<file path="src/design/autoneg_np_pkg.sv">
// Register map, field layout, reset values and timing for the negotiation bank
package autoneg_np_pkg;

	// ------------------------------------------------------------------
	// Register indices and byte addresses (byte address is four times index)
	// ------------------------------------------------------------------
	localparam int ADDR_W = 18;
	localparam logic [15:0] IDX_LP_LOW = 16'h020B;
	localparam logic [15:0] IDX_LP_MID = 16'h020C;
	localparam logic [15:0] IDX_LP_HIGH = 16'h020D;
	localparam logic [15:0] IDX_LOC_ADV = 16'h020E;
	localparam logic [15:0] IDX_LP_ABIL = 16'h020F;
	localparam logic [15:0] IDX_FORCE = 16'h8000;
	localparam logic [ADDR_W-1:0] ADDR_LP_LOW = {IDX_LP_LOW, 2'h0};
	localparam logic [ADDR_W-1:0] ADDR_LP_MID = {IDX_LP_MID, 2'h0};
	localparam logic [ADDR_W-1:0] ADDR_LP_HIGH = {IDX_LP_HIGH, 2'h0};
	localparam logic [ADDR_W-1:0] ADDR_LOC_ADV = {IDX_LOC_ADV, 2'h0};
	localparam logic [ADDR_W-1:0] ADDR_LP_ABIL = {IDX_LP_ABIL, 2'h0};
	localparam logic [ADDR_W-1:0] ADDR_FORCE = {IDX_FORCE, 2'h0};

	// ------------------------------------------------------------------
	// Field positions
	// ------------------------------------------------------------------
	localparam int NP_MORE_BIT = 15;
	localparam int NP_ACK_BIT = 14;
	localparam int NP_ENC_BIT = 13;
	localparam int NP_ACK2_BIT = 12;
	localparam int NP_TOGGLE_BIT = 11;
	localparam int NP_CODE_MSB = 10;
	localparam int ADV_LONG_BIT = 15;
	localparam int ADV_EEE_BIT = 14;
	localparam int ADV_HS_ABL_BIT = 13;
	localparam int ADV_HS_REQ_BIT = 12;
	localparam int LPA_LONG_BIT = 15;
	localparam int LPA_EEE_BIT = 14;
	localparam int LPA_HS_ABL_BIT = 13;
	localparam int LPA_HS_REQ_BIT = 12;
	localparam int LPA_FD_BIT = 7;
	localparam int LPA_HD_BIT = 6;
	localparam int FORCE_BIT = 0;

	// ------------------------------------------------------------------
	// Reset values, message codes, bus answers, timing
	// ------------------------------------------------------------------
	localparam logic RST_LONG_REACH = 1'b1;
	localparam logic RST_FORCED = 1'b0;
	localparam logic [15:0] RST_WORD = 16'h0000;
	localparam logic [10:0] MSG_NULL = 11'h001;
	localparam logic [10:0] MSG_OUI_TAG = 11'h005;
	localparam logic [10:0] MSG_DEVICE_TAG = 11'h006;
	localparam logic [1:0] RESP_OKAY = 2'h0;
	localparam logic [1:0] RESP_SLVERR = 2'h2;
	localparam logic [1:0] STRAP_SETTLE = 2'h3;

endpackage : autoneg_np_pkg

</file>
<file path="src/design/autoneg_np_regs.sv">
// Partner next page, ability mirror and forced mode register bank
//
// Notes on behaviour
// RULE1 - Reading the low partner word captures the middle and upper words at once.
// RULE2 - Middle and upper partner words read back the values caught at the last low read.
// RULE3 - Bit 13 of the low partner word shows the partner page encoding, 1 for message.
// RULE4 - Bits 10 to 0 of the low partner word carry the code, with 1, 5 and 6 recognised.
// RULE5 - Bits 15, 14, 12 and 11 show request, acknowledge, acknowledge-2 and toggle.
// RULE6 - Middle and upper partner words are read-only 16-bit raw fields resetting to zero.
// RULE7 - Local long reach advertisement aliases the base page bit and resets to one.
// RULE8 - Local energy saving advertisement is a read-only mirror of the base page bit.
// RULE9 - Local high swing bits alias the base page bits and reset from a strap pin.
// RULE10 - Partner ability bits 15 to 12 mirror the received long reach abilities.
// RULE11 - Partner ability bits 7 and 6 mirror short reach full and half duplex.
// RULE12 - Forced link mode engages only with negotiation off and the forced bit set.
// RULE13 - The forced bit is bit 0, writable, resets to zero, bits 15 to 1 reserved.
// RULE14 - Reserved bits read as zero and ignore writes.
//
// Chosen here: the AXI4-Lite slave port.
`timescale 1ns/1ps
`default_nettype none
module autoneg_np_regs
	import autoneg_np_pkg::*;
(
	input wire logic clk,
	input wire logic rst,
	input wire logic [ADDR_W-1:0] s_axil_awaddr,
	input wire logic s_axil_awvalid,
	output logic s_axil_awready,
	input wire logic [31:0] s_axil_wdata,
	input wire logic [3:0] s_axil_wstrb,
	input wire logic s_axil_wvalid,
	output logic s_axil_wready,
	output logic [1:0] s_axil_bresp,
	output logic s_axil_bvalid,
	input wire logic s_axil_bready,
	input wire logic [ADDR_W-1:0] s_axil_araddr,
	input wire logic s_axil_arvalid,
	output logic s_axil_arready,
	output logic [31:0] s_axil_rdata,
	output logic [1:0] s_axil_rresp,
	output logic s_axil_rvalid,
	input wire logic s_axil_rready,
	input wire logic partnerMorePagesFlag,
	input wire logic partnerPageAck,
	input wire logic partnerPageEncoding,
	input wire logic partnerComplyAck,
	input wire logic partnerPageToggle,
	input wire logic [10:0] partnerMessageCode,
	input wire logic [15:0] partnerRawFieldOne,
	input wire logic [15:0] partnerRawFieldTwo,
	input wire logic partnerLongReachAbility,
	input wire logic partnerEnergySavingAbility,
	input wire logic partnerHighSwingAbility,
	input wire logic partnerHighSwingRequest,
	input wire logic partnerShortReachFullDuplex,
	input wire logic partnerShortReachHalfDuplex,
	input wire logic baseEnergySavingAdvert,
	input wire logic baseAdvertWrite,
	input wire logic baseLongReachAdvertIn,
	input wire logic baseHighSwingAbilityAdvertIn,
	input wire logic baseHighSwingRequestAdvertIn,
	input wire logic highSwingStrap,
	input wire logic negotiationEnable,
	output logic baseLongReachAdvert,
	output logic baseHighSwingAbilityAdvert,
	output logic baseHighSwingRequestAdvert,
	output logic partnerCodeKnown,
	output logic forcedLinkMode
);
	// ------------------------------------------------------------------
	// State
	// ------------------------------------------------------------------
	typedef struct packed {
		logic strapMeta;
		logic strapSync;
		logic [1:0] strapCnt;
		logic strapDone;
		logic longReach;
		logic highSwingAbl;
		logic highSwingReq;
		logic forced;
	} bank_t;

	bank_t bank_reg;
	bank_t bank_next;

	logic regWrite;
	logic [ADDR_W-1:0] regWrAddr;
	logic [31:0] regWrData;
	logic [3:0] regWrStrb;
	logic regWrOk;
	logic regRead;
	logic [ADDR_W-1:0] regRdAddr;
	logic [31:0] regRdData;
	logic regRdOk;
	logic snapTake;
	logic [15:0] heldMid;
	logic [15:0] heldHigh;
	logic [15:0] liveLow;
	logic [15:0] rdWord;

	// ------------------------------------------------------------------
	// Bus slave and snapshot holding registers
	// ------------------------------------------------------------------
	axil_reg_port #(.AddrWidth(ADDR_W)) busPort (
		.clk(clk),
		.rst(rst),
		.s_axil_awaddr(s_axil_awaddr),
		.s_axil_awvalid(s_axil_awvalid),
		.s_axil_awready(s_axil_awready),
		.s_axil_wdata(s_axil_wdata),
		.s_axil_wstrb(s_axil_wstrb),
		.s_axil_wvalid(s_axil_wvalid),
		.s_axil_wready(s_axil_wready),
		.s_axil_bresp(s_axil_bresp),
		.s_axil_bvalid(s_axil_bvalid),
		.s_axil_bready(s_axil_bready),
		.s_axil_araddr(s_axil_araddr),
		.s_axil_arvalid(s_axil_arvalid),
		.s_axil_arready(s_axil_arready),
		.s_axil_rdata(s_axil_rdata),
		.s_axil_rresp(s_axil_rresp),
		.s_axil_rvalid(s_axil_rvalid),
		.s_axil_rready(s_axil_rready),
		.regWrite(regWrite),
		.regWrAddr(regWrAddr),
		.regWrData(regWrData),
		.regWrStrb(regWrStrb),
		.regWrOk(regWrOk),
		.regRead(regRead),
		.regRdAddr(regRdAddr),
		.regRdData(regRdData),
		.regRdOk(regRdOk)
	);

	// Capture happens on the same edge that accepts the low-word read
	assign snapTake = regRead && (regRdAddr == ADDR_LP_LOW); // RULE1

	page_snapshot #(.Width(16)) snapshot (
		.clk(clk),
		.rst(rst),
		.capture(snapTake),
		.liveMid(partnerRawFieldOne),
		.liveHigh(partnerRawFieldTwo),
		.heldMid(heldMid),
		.heldHigh(heldHigh)
	);

	// ------------------------------------------------------------------
	// Read side
	// ------------------------------------------------------------------
	// Low partner word assembled live from the negotiation engine
	always_comb begin
		liveLow = RST_WORD;
		liveLow[NP_MORE_BIT] = partnerMorePagesFlag; // RULE5
		liveLow[NP_ACK_BIT] = partnerPageAck; // RULE5
		liveLow[NP_ENC_BIT] = partnerPageEncoding; // RULE3
		liveLow[NP_ACK2_BIT] = partnerComplyAck; // RULE5
		liveLow[NP_TOGGLE_BIT] = partnerPageToggle; // RULE5
		liveLow[NP_CODE_MSB:0] = partnerMessageCode; // RULE4
	end

	// Read mux; bits not placed stay zero, unmapped answers an error
	always_comb begin
		rdWord = RST_WORD; // RULE14
		regRdOk = 1'b1;
		case (regRdAddr)
			ADDR_LP_LOW: begin
				rdWord = liveLow;
			end
			ADDR_LP_MID: begin
				rdWord = heldMid; // RULE2 RULE6
			end
			ADDR_LP_HIGH: begin
				rdWord = heldHigh; // RULE2 RULE6
			end
			ADDR_LOC_ADV: begin
				rdWord[ADV_LONG_BIT] = bank_reg.longReach; // RULE7
				rdWord[ADV_EEE_BIT] = baseEnergySavingAdvert; // RULE8
				rdWord[ADV_HS_ABL_BIT] = bank_reg.highSwingAbl; // RULE9
				rdWord[ADV_HS_REQ_BIT] = bank_reg.highSwingReq; // RULE9
			end
			ADDR_LP_ABIL: begin
				rdWord[LPA_LONG_BIT] = partnerLongReachAbility; // RULE10
				rdWord[LPA_EEE_BIT] = partnerEnergySavingAbility; // RULE10
				rdWord[LPA_HS_ABL_BIT] = partnerHighSwingAbility; // RULE10
				rdWord[LPA_HS_REQ_BIT] = partnerHighSwingRequest; // RULE10
				rdWord[LPA_FD_BIT] = partnerShortReachFullDuplex; // RULE11
				rdWord[LPA_HD_BIT] = partnerShortReachHalfDuplex; // RULE11
			end
			ADDR_FORCE: begin
				rdWord[FORCE_BIT] = bank_reg.forced; // RULE13
			end
			default: begin
				regRdOk = 1'b0;
			end
		endcase
	end

	assign regRdData = {16'h0000, rdWord};

	// Writes to read-only words are accepted and dropped
	always_comb begin
		case (regWrAddr)
			ADDR_LP_LOW, ADDR_LP_MID, ADDR_LP_HIGH, ADDR_LOC_ADV, ADDR_LP_ABIL, ADDR_FORCE: begin
				regWrOk = 1'b1;
			end
			default: begin
				regWrOk = 1'b0;
			end
		endcase
	end

	// ------------------------------------------------------------------
	// Write side, strap capture and aliasing
	// ------------------------------------------------------------------
	// Strap waits for the synchroniser to fill before it is trusted;
	// a later bus or base page write then overrides the strap value.
	always_comb begin
		bank_next = bank_reg;
		bank_next.strapMeta = highSwingStrap;
		bank_next.strapSync = bank_reg.strapMeta;
		if (!bank_reg.strapDone) begin
			if (bank_reg.strapCnt == STRAP_SETTLE) begin
				bank_next.strapDone = 1'b1;
				bank_next.highSwingAbl = bank_reg.strapSync; // RULE9
				bank_next.highSwingReq = bank_reg.strapSync; // RULE9
			end else begin
				bank_next.strapCnt = bank_reg.strapCnt + 2'h1;
			end
		end
		// Base page side writes land in the same flops
		if (baseAdvertWrite) begin
			bank_next.longReach = baseLongReachAdvertIn; // RULE7
			bank_next.highSwingAbl = baseHighSwingAbilityAdvertIn; // RULE9
			bank_next.highSwingReq = baseHighSwingRequestAdvertIn; // RULE9
		end
		// Bus write; advert bits sit in the upper byte lane of the word
		if (regWrite && (regWrAddr == ADDR_LOC_ADV) && regWrStrb[1]) begin
			bank_next.longReach = regWrData[ADV_LONG_BIT]; // RULE7
			bank_next.highSwingAbl = regWrData[ADV_HS_ABL_BIT]; // RULE9
			bank_next.highSwingReq = regWrData[ADV_HS_REQ_BIT]; // RULE9
		end
		if (regWrite && (regWrAddr == ADDR_FORCE) && regWrStrb[0]) begin
			bank_next.forced = regWrData[FORCE_BIT]; // RULE13
		end
	end

	// Registered bank state
	always_ff @(posedge clk) begin
		if (rst) begin
			bank_reg <= '0;
			bank_reg.longReach <= RST_LONG_REACH; // RULE7
			bank_reg.forced <= RST_FORCED; // RULE13
		end else begin
			bank_reg <= bank_next;
		end
	end

	// ------------------------------------------------------------------
	// Outputs to the base page and link control
	// ------------------------------------------------------------------
	assign baseLongReachAdvert = bank_reg.longReach; // RULE7
	assign baseHighSwingAbilityAdvert = bank_reg.highSwingAbl; // RULE9
	assign baseHighSwingRequestAdvert = bank_reg.highSwingReq; // RULE9
	assign forcedLinkMode = !negotiationEnable && bank_reg.forced; // RULE12
	assign partnerCodeKnown = partnerPageEncoding &&
		((partnerMessageCode == MSG_NULL) || (partnerMessageCode == MSG_OUI_TAG) ||
		(partnerMessageCode == MSG_DEVICE_TAG)); // RULE4
endmodule : autoneg_np_regs
`default_nettype wire

</file>
<file path="src/design/page_snapshot.sv">
// Holding registers for the middle and upper partner next page words
`timescale 1ns/1ps
`default_nettype none
module page_snapshot
	import autoneg_np_pkg::*;
#(
	parameter int Width = 16
) (
	input wire logic clk,
	input wire logic rst,
	input wire logic capture,
	input wire logic [Width-1:0] liveMid,
	input wire logic [Width-1:0] liveHigh,
	output logic [Width-1:0] heldMid,
	output logic [Width-1:0] heldHigh
);
	typedef struct packed {
		logic [Width-1:0] mid;
		logic [Width-1:0] high;
	} snap_t;

	snap_t snap_reg;
	snap_t snap_next;

	// Both words are taken in one edge so the pair always belongs together
	always_comb begin
		snap_next = snap_reg;
		if (capture) begin
			snap_next.mid = liveMid;
			snap_next.high = liveHigh;
		end
	end

	// Registered holding state
	always_ff @(posedge clk) begin
		if (rst) begin
			snap_reg <= '0;
		end else begin
			snap_reg <= snap_next;
		end
	end

	assign heldMid = snap_reg.mid;
	assign heldHigh = snap_reg.high;
endmodule : page_snapshot
`default_nettype wire

</file>
<file path="src/design/axil_reg_port.sv">
// AXI4-Lite slave turning bus transfers into single-cycle register strobes
`timescale 1ns/1ps
`default_nettype none
module axil_reg_port
	import autoneg_np_pkg::*;
#(
	parameter int AddrWidth = ADDR_W
) (
	input wire logic clk,
	input wire logic rst,
	input wire logic [AddrWidth-1:0] s_axil_awaddr,
	input wire logic s_axil_awvalid,
	output logic s_axil_awready,
	input wire logic [31:0] s_axil_wdata,
	input wire logic [3:0] s_axil_wstrb,
	input wire logic s_axil_wvalid,
	output logic s_axil_wready,
	output logic [1:0] s_axil_bresp,
	output logic s_axil_bvalid,
	input wire logic s_axil_bready,
	input wire logic [AddrWidth-1:0] s_axil_araddr,
	input wire logic s_axil_arvalid,
	output logic s_axil_arready,
	output logic [31:0] s_axil_rdata,
	output logic [1:0] s_axil_rresp,
	output logic s_axil_rvalid,
	input wire logic s_axil_rready,
	output logic regWrite,
	output logic [AddrWidth-1:0] regWrAddr,
	output logic [31:0] regWrData,
	output logic [3:0] regWrStrb,
	input wire logic regWrOk,
	output logic regRead,
	output logic [AddrWidth-1:0] regRdAddr,
	input wire logic [31:0] regRdData,
	input wire logic regRdOk
);
	typedef struct packed {
		logic awHave;
		logic [AddrWidth-1:0] awAddr;
		logic wHave;
		logic [31:0] wData;
		logic [3:0] wStrb;
		logic bValid;
		logic [1:0] bResp;
		logic rValid;
		logic [31:0] rData;
		logic [1:0] rResp;
	} port_t;

	port_t port_reg;
	port_t port_next;

	// Address and data are parked separately, so either may come first
	assign s_axil_awready = !port_reg.awHave && !port_reg.bValid;
	assign s_axil_wready = !port_reg.wHave && !port_reg.bValid;
	assign s_axil_arready = !port_reg.rValid;
	assign regWrite = port_reg.awHave && port_reg.wHave && !port_reg.bValid;
	assign regWrAddr = port_reg.awAddr;
	assign regWrData = port_reg.wData;
	assign regWrStrb = port_reg.wStrb;
	assign regRead = s_axil_arvalid && s_axil_arready;
	assign regRdAddr = s_axil_araddr;

	// Channel bookkeeping
	always_comb begin
		port_next = port_reg;
		if (s_axil_awvalid && s_axil_awready) begin
			port_next.awHave = 1'b1;
			port_next.awAddr = s_axil_awaddr;
		end
		if (s_axil_wvalid && s_axil_wready) begin
			port_next.wHave = 1'b1;
			port_next.wData = s_axil_wdata;
			port_next.wStrb = s_axil_wstrb;
		end
		if (regWrite) begin
			port_next.awHave = 1'b0;
			port_next.wHave = 1'b0;
			port_next.bValid = 1'b1;
			port_next.bResp = regWrOk ? RESP_OKAY : RESP_SLVERR;
		end else if (port_reg.bValid && s_axil_bready) begin
			port_next.bValid = 1'b0;
		end
		if (regRead) begin
			port_next.rValid = 1'b1;
			port_next.rData = regRdData;
			port_next.rResp = regRdOk ? RESP_OKAY : RESP_SLVERR;
		end else if (port_reg.rValid && s_axil_rready) begin
			port_next.rValid = 1'b0;
		end
	end

	// Registered channel state
	always_ff @(posedge clk) begin
		if (rst) begin
			port_reg <= '0;
		end else begin
			port_reg <= port_next;
		end
	end

	assign s_axil_bvalid = port_reg.bValid;
	assign s_axil_bresp = port_reg.bResp;
	assign s_axil_rvalid = port_reg.rValid;
	assign s_axil_rdata = port_reg.rData;
	assign s_axil_rresp = port_reg.rResp;
endmodule : axil_reg_port
`default_nettype wire

</file>
<file path="config.mk">
export PLATFORM = sky130hd
export DESIGN_NAME = autoneg_np_regs
export DESIGN_NICKNAME = d
export VERILOG_FILES = /design/src/design/autoneg_np_pkg.sv /design/src/design/autoneg_np_regs.sv /design/src/design/page_snapshot.sv /design/src/design/axil_reg_port.sv
export SDC_FILE = /design/constraint.sdc
export NUM_CORES = 1
export LEC_CHECK = 0
export BUFFER_PORTS_ARGS = -buffer_cell sky130_fd_sc_hd__buf_2
export CORE_ASPECT_RATIO = 1.4
export CORE_MARGIN = 3
export CORE_UTILIZATION = 47
export DETAILED_ROUTE_END_ITERATION = 7
export PLACE_DENSITY = 0.8
export SLEW_MARGIN = 25
export SYNTH_ARGS = -nofsm -noshare
export SYNTH_HDL_FRONTEND = slang
export SYNTH_SLANG_ARGS = --single-unit
</file>
<file path="constraint.sdc">
create_clock -name clk -period 1.8 [get_ports clk]
set_input_delay 0.09 -clock clk [delete_from_list [all_inputs] [get_ports clk]]
set_output_delay 0.09 -clock clk [all_outputs]
set_load 0.02 [all_outputs]
</file>
**Word level (Yosys, flattened, before mapping)**

Index checks and enable logic that the tools add are counted.

- Reduce and logical (&&, ||, !) cells: 32
- Bitwise logic cells: 2
- Add/sub/neg operators: 1
- Equal/unequal tests: 17
- Mux-type cells: 19
- Multiply operators: 0
- Shift operators: 0
- $lt $le $gt $ge: 0
- Div/mod/pow operators: 0

Operators by type and width:

| operator | count |
|---|---|
| 18-bit by 12-bit == test with 1-bit output (second input constant) | 10 |
| 18-bit == test (second input constant) | 2 |
| 11-bit by 3-bit == test with 1-bit output (second input constant) | 2 |
| 4-bit case mux with 5 select lines | 1 |
| 1-bit logical AND | 16 |
| 5-bit case mux with 3 select lines | 1 |
| 4-bit case mux with 3 select lines | 1 |
| 6-bit OR reduction | 2 |
| 11-bit by 1-bit == test with 1-bit output (second input constant) | 1 |
| 1-bit two-way mux | 8 |
| 2-bit two-way mux | 4 |
| 2-bit case mux with 4 select lines | 1 |
| 3-bit two-way mux | 2 |
| 2-bit nonzero test | 3 |
| 1-bit logical NOT | 5 |
| 1-bit case mux with 4 select lines | 1 |
| 2-bit AND reduction | 2 |
| 3-bit by 2-bit != test with 1-bit output (second input constant) | 1 |
| 3-bit nonzero test | 1 |
| 2-bit by 1-bit adder with 2-bit output (second input constant) | 1 |
| 2-bit == test (second input constant) | 1 |
| 1-bit logical OR | 2 |
| 1-bit NOT | 2 |
| 2-bit OR reduction | 1 |

- Bits in writable memories: 0
- Logic and storage cells: 91
- Bits in latches: 0
- Register bits after elaboration: 101
- Memory bits (read-only): 0
- Output and inout port bits: 46
- Memories: 0
- Input bits: 140

**Logic depth before layout (Yosys ltp)**

Gate-level depths: netlist of the first run.

- Word-level depth: 6
- Mapped depth: 8
- Mapped depth without buffers: 6

**By module**

From an unflattened synthesis of the first run, not the netlist that was laid out.

- Cell total of the unflattened synthesis: 763
- Area, all modules: 6408.6 um^2

By module, submodules not included:

| module | sequential area each (um^2) | cells an instance | area each (um^2) | times used |
|---|---|---|---|---|
| axil_reg_port | 1841.8 | 512 | 4100.2 | 1 |
| page_snapshot | 640.6 | 103 | 1163.6 | 1 |
| autoneg_np_regs | 180.2 | 148 | 1144.8 | 1 |

**Worst setup path after synthesis of the first run**

No wires, ideal clock.

- Path type: register -> register
- From: register busPort.port_reg, in the netlist busPort.s_axil_bvalid
- To: register busPort.port_reg, in the netlist busPort.regWrAddr[10]
- Path buffers: 2
- Stages on the path, launching flop included: 7
- Period minus slack after synthesis: 1.747 ns
- Setup time: 0.071 ns
- Setup slack: 0.053 ns
- Data arrival time: 1.677 ns
- Required time: 1.729 ns
- Path through: dfxtp_1 > nor2_1 > and2_1 > clkbuf_1 > clkbuf_1 > nand2_1 > a21oi_1

- Longest elaborated chain between the ends: 3

Ends and longest elaborated chain:

| element | RTL line | RTL |
|---|---|---|
| start, declared | axil_reg_port.sv:51 | `port_t port_reg;` |
| start signal, assigned | axil_reg_port.sv:99 | `port_reg <= port_next;` |
| 1-bit logical NOT | axil_reg_port.sv:55 | `assign s_axil_awready = !port_reg.awHave && !port_reg.bValid;` |
| 1-bit logical AND | axil_reg_port.sv:55 |  |
| named net s_axil_awready | autoneg_np_regs.sv:29 | `output logic s_axil_awready,` |
| 1-bit logical AND | axil_reg_port.sv:68 | `if (s_axil_awvalid && s_axil_awready) begin` |

The timed path passes the listed nets, and every way through them passes these cells.
A chain may end at the register's enable or synchronous reset.

**Worst setup path after layout of the first run**

- From: register busPort.port_reg, in the netlist busPort.s_axil_rvalid
- To: register snapshot.snap_reg, in the netlist snapshot.heldHigh[5]

- Longest elaborated chain between the ends: 3

Ends and longest elaborated chain:

| element | RTL line | RTL |
|---|---|---|
| 1-bit logical NOT | axil_reg_port.sv:57 | `assign s_axil_arready = !port_reg.rValid;` |
| 1-bit logical AND | axil_reg_port.sv:62 | `assign regRead = s_axil_arvalid && s_axil_arready;` |
| 1-bit logical AND | autoneg_np_regs.sv:138 | `assign snapTake = regRead && (regRdAddr == ADDR_LP_LOW);` |
| end signal, assigned | page_snapshot.sv:39 | `snap_reg <= snap_next;` |
| end, declared | page_snapshot.sv:22 | `snap_t snap_reg;` |

No other way between the ends.

==> impl_metrics.py, run 1 <==
metrics = {
    "run_status": {
        "status": "complete, but fails checks",
        "violations": "negative hold slack",
    },
    "sta": {
        "finalMaxSlewViolations": 0,
        "relSlewSlack_pct": 51.7,
        "fin_tns_setup_ps": 0,
        "rsz0062_at_grt": "false",
        "fmax_mhz": 638,
        "tightest_slew_ps": 721,
        "finClkSkew_ps": 7.24,
        "setup_viol": 0,
        "setup_slack_ps": 232,
        "final-hold-violation-count": 1,
        "timing.hold.ws_ps": -5.73,
        "min_period_over_period_pct": 87.1,
        "period_needed_ps": 1570,
    },
    "global_route": {
        "grt_usage_pct": 23.4,
        "grt_max_degree": 75,
        "grt_pass1_wl_um": 18100,
        "grt_pass1_vias": 3928,
        "grt_antenna_before_repair": 0,
        "overflow": 0,
    },
    "synth": {
        "yosysSeqAreaShare_pct": 43.2,
        "synth_edf_count": 0,
        "syn_inst": 484,
        "synth.ff_latch_count": 87,
        "postSynthAreaPerCell_um2": 8.33,
        "yosysTopAreaCellShare_pct": 43.2,
        "yosysTopAreaCell": "dfxtp_1",
        "synth_flop_cell": "dfxtp_1",
        "syn_area_um2": 4030,
        "synthTopCellsByArea": "dfxtp_1, nand2_1, a21oi_1",
        "synth.distinct_cells": 47,
        "yosysWarnings": 0,
        "synth-async-reset-ratio_pct": 0,
    },
    "route": {
        "ant_nets": 0,
        "vias_per_cell": 5.21,
        "dr.pass1.iters": 4,
        "drtIter0Drc": 107,
        "vias": 3886,
        "wl_per_cell_um": 15.1,
        "wl_um": 11300,
        "drc": 0,
    },
    "power": {
        "p_sw_uw": 1140,
        "leakage_uw": 0.00229,
        "vdd_drop_max_mv": 0.710,
        "pwr-share-comb_pct": 13.3,
        "p_int_uw": 3550,
        "p_seq_share_pct": 44.1,
        "swShare_pct": 24.3,
        "p_per_area_nw_per_um2": 871,
        "p_clk_share_pct": 42.6,
    },
    "final_layout": {
        "syn_to_final_growth_pct": 33.5,
        "drive_gt1_share_pct": 29.0,
        "fillers": 668,
        "final_cells": 746,
        "largest_reg_flops": 18,
        "nets": 781,
        "diodes": 0,
    },
    "clocking": {
        "cts_sinks": 87,
        "post_cts_buffers": 0,
        "cts_root_buffer": "clkbuf_16",
        "h-tree-depth": 3,
        "insertion_delay_ps": 340,
        "cts_tree": "built",
        "cts.path.max_buffers": 2,
        "cts_buffers": 9,
        "cts_resized": 0,
        "clk_pin_slew_ps": 60,
    },
    "floorplan": {
        "io_pins": 186,
        "die_area_um2": 9740,
        "die_h_um": 116,
        "core_area_um2": 8250,
        "die-width_um": 84.3,
        "rows": 39,
        "start_util_pct": 48.9,
    },
    "critical_path": {
        "path_class": "reg -> reg",
        "crit_chain": "inv_1 > nand2_1 > or3_1 > buf_12 > nand2_1 > a21oi_1",
        "critical_path.max_stage_delay_ps": 460,
        "setup.worst_path.start_class": "register",
        "rrSetupSlack_ps": 230,
        "end_kind": "register",
        "cp.required_ps": 2010,
        "ff2ff_path_depth": 6,
        "cp.arrival_ps": 1780,
        "crit_slowest_cell": "or3_1",
        "critPathMaxFanout": 32,
        "crit_top_cell": "nand2_1",
    },
    "placed_design": {
        "dp.cells": 689,
        "place_ws_ps": 105,
        "io_buffers": 137,
        "dpl.hpwl_um": 7810,
        "place_congestion": 0.861,
    },
    "run": {
        "drv_cap": 0,
    },
    "hold_path": {
        "min_path_type": "in -> reg",
        "holdPathStages": 3,
    },
}
## synth_stat cells, types with 2 or more instances
master     instances
nor4_4             3
nor3_2             2
o21ai_0           13
or3_1              2
buf_4             36
a221oi_1           4
a21oi_1           57
a211oi_1           6
and2_1             4
buf_2              8
inv_1              3
mux2_2            15
nand4_1            4
mux2i_1           13
dfxtp_1           87
clkbuf_1          13
nor3_1             6
o2bb2ai_1          2
a22oi_1           15
nand2_1          123
o21a_1             2
nand2b_1           2
nor2b_1            5
nor2_1            26
nor4_1             4
and3b_1            3
buf_1              3
o21ai_1            4
## final cells by class
cell class | instances | area [µm²] | share of cell area [%]
multi-input cells | 350 | 1960 | 36.4
well taps | 102 | 128 | 2.37
flip-flops and latches | 87 | 1740 | 32.4
repair buffers | 189 | 1220 | 22.6
clock inverters | 5 | 82.6 | 1.53
inverters | 3 | 11.3 | 0.209
clock buffers | 10 | 239 | 4.44
## layer usage
layer | global-route usage, % | up-vias | share of wire, %
li1 | - | 1921 | -
met1 | 25.1 | 1796 | 38
met2 | 44.0 | 151 | 52
met3 | 5.69 | 18 | 7.4
met4 | 9.33 | 0 | 2.4
met5 | 0 | - | 0
## placed cells by master, fill, tap and decap left out, drive strengths merged, types with 8 or more instances in the layout
cell / instances
clkbuf: 10
dlygate4sd3: 42
a22oi: 15
buf: 147
nand2: 123
conb: 18
nor2: 26
mux2i: 13
dfxtp: 87
mux2: 15
nor3: 8
a21oi: 58
o21ai: 17
## through the flow
stage	total power, µW	util [%]	hold WS (ps)	cell area (µm²)
global route	4890	65.3	8.73	5380
CTS	4710	65.3	0.276	5380
finish	4690	65.3	-5.73	5380
floorplan	2460	-	189	4100
detailed placement	2650	56.3	280	4640
global placement	2630	56.3	275	4640
## power groups by stage
| stage | Clock [µW] | Sequential [µW] | Combinational (µW) |
|---|---|---|---|
| final | 2000 | 2070 | 622 |
| after global routing | 2120 | 2080 | 689 |
| after CTS | 2030 | 2070 | 616 |
| after detailed placement | 0 | 2110 | 546 |
| after global placement | 0 | 2100 | 526 |
| after floorplan | 0 | 2100 | 362 |
## path summary, 6_finish.rpt
| path | start | endpoint |
|---|---|---|
| setup reg to reg | busPort.s_axil_rvalid$_SDFFE_PP0P_ | snapshot.heldHigh[5]$_SDFFE_PP0P_ |
| hold / removal | s_axil_wdata[15] | busPort.regWrData[15]$_SDFFE_PP0P_ |
| setup / recovery | busPort.s_axil_rvalid$_SDFFE_PP0P_ | snapshot.heldHigh[5]$_SDFFE_PP0P_ |
| hold reg to reg | bank_next[7]$_SDFF_PP0_ | bank_reg[7]$_SDFF_PP0_ |
## worst max-delay path, delay by kind of cell (launching register included)
family | cells | cell delay, ps
buf+inv | 2 | 270
flops | 1 | 340
compound gates | 1 | 70
simple gates | 3 | 760
## logic make-up (layout without fill, tap and decap cells)
kind of cell    count (synthesis)  count (layout)  share of synthesized area, %
mux                            28              28                          7.42
simple gates                  194             194                          23.1
buf+inv                        64             207                          9.74
other cells                     1              18                        0.0930
xor+xnor                        1               1                         0.217
flops                          87              87                          43.2
compound gates                108             108                          15.9
fa+ha+maj                       1               1                         0.310
## repair_timing
action / 4_1_cts / 5_1_grt
hold buffers: 42 / 0
hold endpoints to repair: 42 / 0
setup endpoints to repair: 0 / 0
Power figures use the tool's default switching activity.
==> run 2: changes to the inputs <==
Settings changed: HOLD_SLACK_MARGIN from default to 0.06, PLACE_DENSITY 0.8 to 0.77.
==> run 2 against run 1 <==
Worst setup slack gained 59 ps. The run now ends clean. Cell area grew 3.2%. Sequential cell count did not move. Cell count increased by 2.4%. Largest cell class unchanged. Via count up 1.3%. Clock skew is 2.1 ps lower.
==> impl_metrics.py, run 2 (synthesis gave the netlist of run 1 again) <==
metrics = {
    "final_layout": {
        "utilization_pct": 67.3,
        "drive_gt1_share_pct": 28.1,
        "diodes": 0,
        "syn_to_final_growth_pct": 37.7,
        "nets": 799,
        "final_common_cell": "buf_2",
        "largest_reg_flops": 18,
        "final_cell_mix": "buf_2, nand2_1, dfxtp_1",
    },
    "critical_path": {
        "end_kind": "register",
        "cp.required_ps": 2010,
        "r2r_start": "busPort.regWrAddr[1]$_SDFFE_PP0P_",
        "ff2ff_path_depth": 5,
        "path_class": "reg -> reg",
        "rr_endpoint": "baseHighSwingRequestAdvert$_SDFFE_PP0P_",
        "cp.arrival_ps": 1720,
        "critPathMaxFanout": 3,
        "rrSetupSlack_ps": 290,
        "setup.worst_path.start_class": "register",
    },
    "placed_design": {
        "io_buffers": 137,
        "dpl.hpwl_um": 7780,
        "place_congestion": 0.852,
    },
    "route": {
        "wl_um": 11200,
        "drtIter0Drc": 178,
        "wl_met1_um": 4290,
        "dr.pass1.iters": 4,
        "met2_length_um": 5780,
        "wl_per_cell_um": 14.7,
        "ant_nets": 0,
        "drc": 0,
        "vias": 3937,
        "wl_met3_um": 836,
        "highest_layer": "met4",
        "vias_per_cell": 5.15,
    },
    "power": {
        "p_per_area_nw_per_um2": 843,
        "finalPower_uw": 4680,
        "leakage_uw": 0.00236,
        "vdd_drop_max_mv": 0.654,
    },
    "global_route": {
        "grt_usage_pct": 23.2,
        "grt_pass1_vias": 3918,
        "grt_max_degree": 40,
        "grt_antenna_before_repair": 0,
        "grt_pass1_wl_um": 18200,
        "overflow": 0,
    },
    "hold_path": {
        "holdPathStages": 3,
        "hold_end": "busPort.s_axil_rdata[2]$_SDFFE_PP0P_",
        "min_path_type": "in -> reg",
        "hold_start": "partnerMessageCode[2]",
    },
    "sta": {
        "rsz0062_at_grt": "false",
        "fin_tns_setup_ps": 0,
        "relSlewSlack_pct": 51.9,
        "finalMaxSlewViolations": 0,
        "finClkSkew_ps": 5.16,
        "min_period_over_period_pct": 83.8,
        "fmax_mhz": 663,
        "tightest_slew_ps": 719,
        "final-hold-violation-count": 0,
        "setup_viol": 0,
        "period_needed_ps": 1510,
    },
    "floorplan": {
        "core_area_um2": 8250,
        "die_area_um2": 9740,
        "rows": 39,
        "die-width_um": 84.3,
        "die_h_um": 116,
        "io_pins": 186,
        "start_util_pct": 48.9,
    },
    "clocking": {
        "cts.path.max_buffers": 2,
        "cts_buffers": 9,
        "post_cts_buffers": 0,
        "h-tree-depth": 3,
        "ctsHoldBuffers": 60,
        "cts_tree": "built",
        "cts_root_buffer": "clkbuf_16",
        "clk_pin_slew_ps": 60,
        "cts_sinks": 87,
        "cts_resized": 0,
        "insertion_delay_ps": 330,
    },
    "run_status": {
        "status": "finished, final reports clean",
    },
    "run": {
        "drv_cap": 0,
    },
}
==> run 2: worst max path at each step <==
stage | start | endpoint | slack, ps
after CTS | busPort.s_axil_rvalid$_SDFFE_PP0P_ | busPort.s_axil_rdata[5]$_SDFFE_PP0P_ | 300
after global routing | busPort.s_axil_bvalid$_SDFFE_PP0P_ | busPort.regWrAddr[9]$_SDFFE_PP0P_ | 140
after global placement | s_axil_araddr[7] | busPort.s_axil_rdata[13]$_SDFFE_PP0P_ | 170
after detailed placement | s_axil_araddr[7] | busPort.s_axil_rdata[15]$_SDFFE_PP0P_ | 90
after floorplan | busPort.s_axil_bvalid$_SDFFE_PP0P_ | busPort.regWrAddr[10]$_SDFFE_PP0P_ | 50
final | busPort.regWrAddr[1]$_SDFFE_PP0P_ | baseHighSwingRequestAdvert$_SDFFE_PP0P_ | 290
==> run 2: through the flow <==
step,cell area (µm²),worst slack (ps),hold slack (ps),instances
floorplan,4100,52.8,189,501
global placement,4640,168,276,689
detailed placement,4640,90.9,282,689
CTS,5550,302,63.8,764
global route,5550,137,83.9,764
finish,5550,292,70.2,764
==> run 2: per-layer routing <==
| metal | track usage, % | vias to the layer above |
|---|---|---|
| met2 | 41.8 | 157 |
| met1 | 25.6 | 1795 |
| li1 | - | 1959 |
| met5 | 0 | - |
| met4 | 10.4 | 0 |
| met3 | 6.12 | 26 |
==> run 2: worst max-delay path, stage by stage, from the launching register on <==
cell     delay (ps)
dfxtp_1         310
nor4_1          320
and4_1          320
nand2_1         160
mux2i_1         210
nor2_1           60
==> run 2: power by group <==
| group | total, µW | switching [µW] | internal (µW) |
|---|---|---|---|
| clock network | 1970 | 726 | 1240 |
| logic | 650 | 334 | 316 |
| registers | 2070 | 54.0 | 2010 |
| total | 4680 | 1110 | 3570 |
==> run 2: final cells by class <==
type	count	area (µm²)
fill	644	2690
multi-input combinational	350	1960
sequential	87	1740
timing repair buffer	207	1400
clock buffer	11	243
tap	102	128
clock inverter	4	70.1
inverter	3	11.3
==> run 3: changes to the inputs <==
Settings changed: ABC_AREA from default to 1, CORE_UTILIZATION 47 to 48, PLACE_DENSITY 0.77 to 0.78.
Clock period 1.8 ns to 1.6 ns, I/O delays scaled along.
==> run 3 against run 2 <==
Worst setup slack got worse by 220 ps. Global-route usage increased by 1.0 points. Fmax decreased by 1.2%. Clock skew decreased by 1.4 ps. Critical endpoint is now baseHighSwingAbilityAdvert$_SDFFE_PP0P_.
==> impl_metrics.py, run 3 <==
metrics = {
    "route": {
        "dr.pass1.iters": 5,
        "wl_um": 12400,
        "vias_per_cell": 5.09,
        "vias": 4570,
        "drtIter0Drc": 223,
        "wl_per_cell_um": 13.8,
        "ant_nets": 0,
        "drc": 0,
    },
    "final_layout": {
        "drive_gt1_share_pct": 23.0,
        "fillers": 707,
        "diodes": 0,
        "postLayoutCellArea_um2": 5790,
        "final_common_cell": "buf_2",
        "syn_to_final_growth_pct": 36.4,
        "final_cell_mix": "buf_2, nor2_1, dfxtp_1",
        "multi_input_area_um2": 1970,
        "largest_reg_flops": 18,
        "seq_area_um2": 1740,
        "nets": 929,
        "utilization_pct": 67.3,
    },
    "clocking": {
        "cts_root_buffer": "clkbuf_16",
        "h-tree-depth": 3,
        "cts.path.max_buffers": 2,
        "cts_sinks": 87,
        "clk_pin_slew_ps": 60,
        "cts_tree": "built",
        "insertion_delay_ps": 330,
        "cts_buffers": 9,
    },
    "critical_path": {
        "critPathMaxFanout": 9,
        "path_class": "reg -> reg",
        "end_kind": "register",
        "cp.arrival_ps": 1750,
        "ff2ff_path_depth": 9,
        "setup.worst_path.start_class": "register",
        "cp.required_ps": 1830,
    },
    "floorplan": {
        "die_area_um2": 10000,
        "rows": 40,
        "die-width_um": 85.5,
        "core_area_um2": 8610,
        "start_util_pct": 49.3,
        "io_pins": 186,
        "die_h_um": 117,
    },
    "synth": {
        "yosysMostFrequentCell": "nor2_1",
        "postSynthAreaPerCell_um2": 6.97,
        "syn_area_um2": 4250,
        "synth_common_cells": "nor2_1, dfxtp_1, nand2_1",
        "synth_edf_count": 0,
        "synth-async-reset-ratio_pct": 0,
        "yosysTopAreaCell": "dfxtp_1",
        "yosysSeqAreaShare_pct": 41.0,
        "yosysTopAreaCellShare_pct": 41.0,
        "syn_inst": 609,
        "synth_flop_cell": "dfxtp_1",
        "synthTopCellsByArea": "dfxtp_1, nor2_1, nand2_1",
        "synth.ff_latch_count": 87,
        "synth.distinct_cells": 32,
        "yosysWarnings": 0,
    },
    "power": {
        "p_seq_share_pct": 43.1,
        "vdd_drop_max_mv": 0.646,
        "finalPower_uw": 5440,
        "p_per_area_nw_per_um2": 940,
        "pwr-share-comb_pct": 15.2,
        "p_sw_uw": 1350,
        "leakage_uw": 0.00276,
        "p_clk_share_pct": 41.8,
        "p_int_uw": 4100,
        "swShare_pct": 24.8,
    },
    "global_route": {
        "grt_pass1_vias": 4416,
        "grt_max_degree": 55,
        "grt_pass1_wl_um": 19300,
        "grt_antenna_before_repair": 0,
        "grt_usage_pct": 24.2,
        "overflow": 0,
    },
    "placed_design": {
        "placed_cell_area_um2": 4810,
        "io_buffers": 137,
        "place_congestion": 0.895,
        "dpl.hpwl_um": 8490,
    },
    "run_status": {
        "status": "finished, final reports clean",
    },
    "run": {
        "drv_cap": 0,
    },
    "sta": {
        "timing.hold.ws_ps": 66.0,
        "fmax_mhz": 655,
        "finClkSkew_ps": 3.72,
        "min_period_over_period_pct": 95.4,
        "finalMaxSlewViolations": 0,
        "setup_viol": 0,
        "final-hold-violation-count": 0,
        "period_needed_ps": 1530,
    },
    "hold_path": {
        "min_path_type": "in -> reg",
        "holdPathStages": 3,
    },
}
run 3: kinds of logic (layout without fill, tap and decap cells):
kind of cell	count (synthesis)	after routing	share of synthesized area, %
buf+inv	115	282	14.3
flops	87	87	41.0
other cells	1	18	0.0883
fa+ha+maj	1	1	0.295
compound gates	122	122	14.7
simple gates	283	283	29.5
run 3: area by class of cell:
cell class,instances,area share (%)
timing repair buffer,215,24.6
inverter,51,3.35
multi-input combinational,424,34.1
clock buffer,13,4.49
tap,105,2.27
clock inverter,3,1.12
sequential,87,30.1
run 3: worst max-delay path, cell delays in order, from the launching register on:
cell	delay, ps
dfxtp_1	310
or2_1	270
nor2_2	140
nand2_1	110
nor2_4	160
nand3_4	140
nand2_1	90
o21ai_1	60
nor2_1	90
nor2_1	50
run 3: repair_timing:
| item | in CTS | in global routing |
|---|---|---|
| setup endpoints to repair | 1 | 13 |
| pin swaps | 0 | 1 |
| gates resized for setup | 1 | 4 |
| hold buffers | 62 | 0 |
| setup buffers | 0 | 3 |
| hold endpoints to repair | 61 | 0 |
run 3: path summary, 6_finish.rpt:
check	start	endpoint	slack [ps]
worst max-delay path	busPort.regWrAddr[0]$_SDFFE_PP0P_	baseHighSwingAbilityAdvert$_SDFFE_PP0P_	70
worst min-delay path	s_axil_awaddr[12]	busPort.regWrAddr[12]$_SDFFE_PP0P_	70
worst max register to register	busPort.regWrAddr[0]$_SDFFE_PP0P_	baseHighSwingAbilityAdvert$_SDFFE_PP0P_	70
worst min register to register	bank_next[7]$_SDFF_PP0_	bank_reg[7]$_SDFF_PP0_	410
run 3: per-stage QoR:
stage	worst slack, ps	TNS, ps	instances
floorplan	101	0	626
global placement	62.7	0	817
CTS	31.4	0	895
finish	73.3	0	898
detailed placement	-24.8	-42.1	817
global route	-0.737	-0.737	898
run 3: power by group through the flow:
| stage | combinational (µW) | sequential (µW) | clock, µW |
|---|---|---|---|
| floorplan | 457 | 2390 | 0 |
| global placement | 669 | 2380 | 0 |
| detailed placement | 690 | 2390 | 0 |
| CTS | 809 | 2340 | 2300 |
| global route | 916 | 2350 | 2390 |
| finish | 826 | 2340 | 2270 |
run 3: routing by layer:
metal	up-vias	part of all wire, %	GRT usage [%]
li1	2291	-	-
met1	2075	39	25.5
met2	173	53	46.3
met3	31	4.8	3.99
met4	0	3.1	12.0
met5	-	0	0
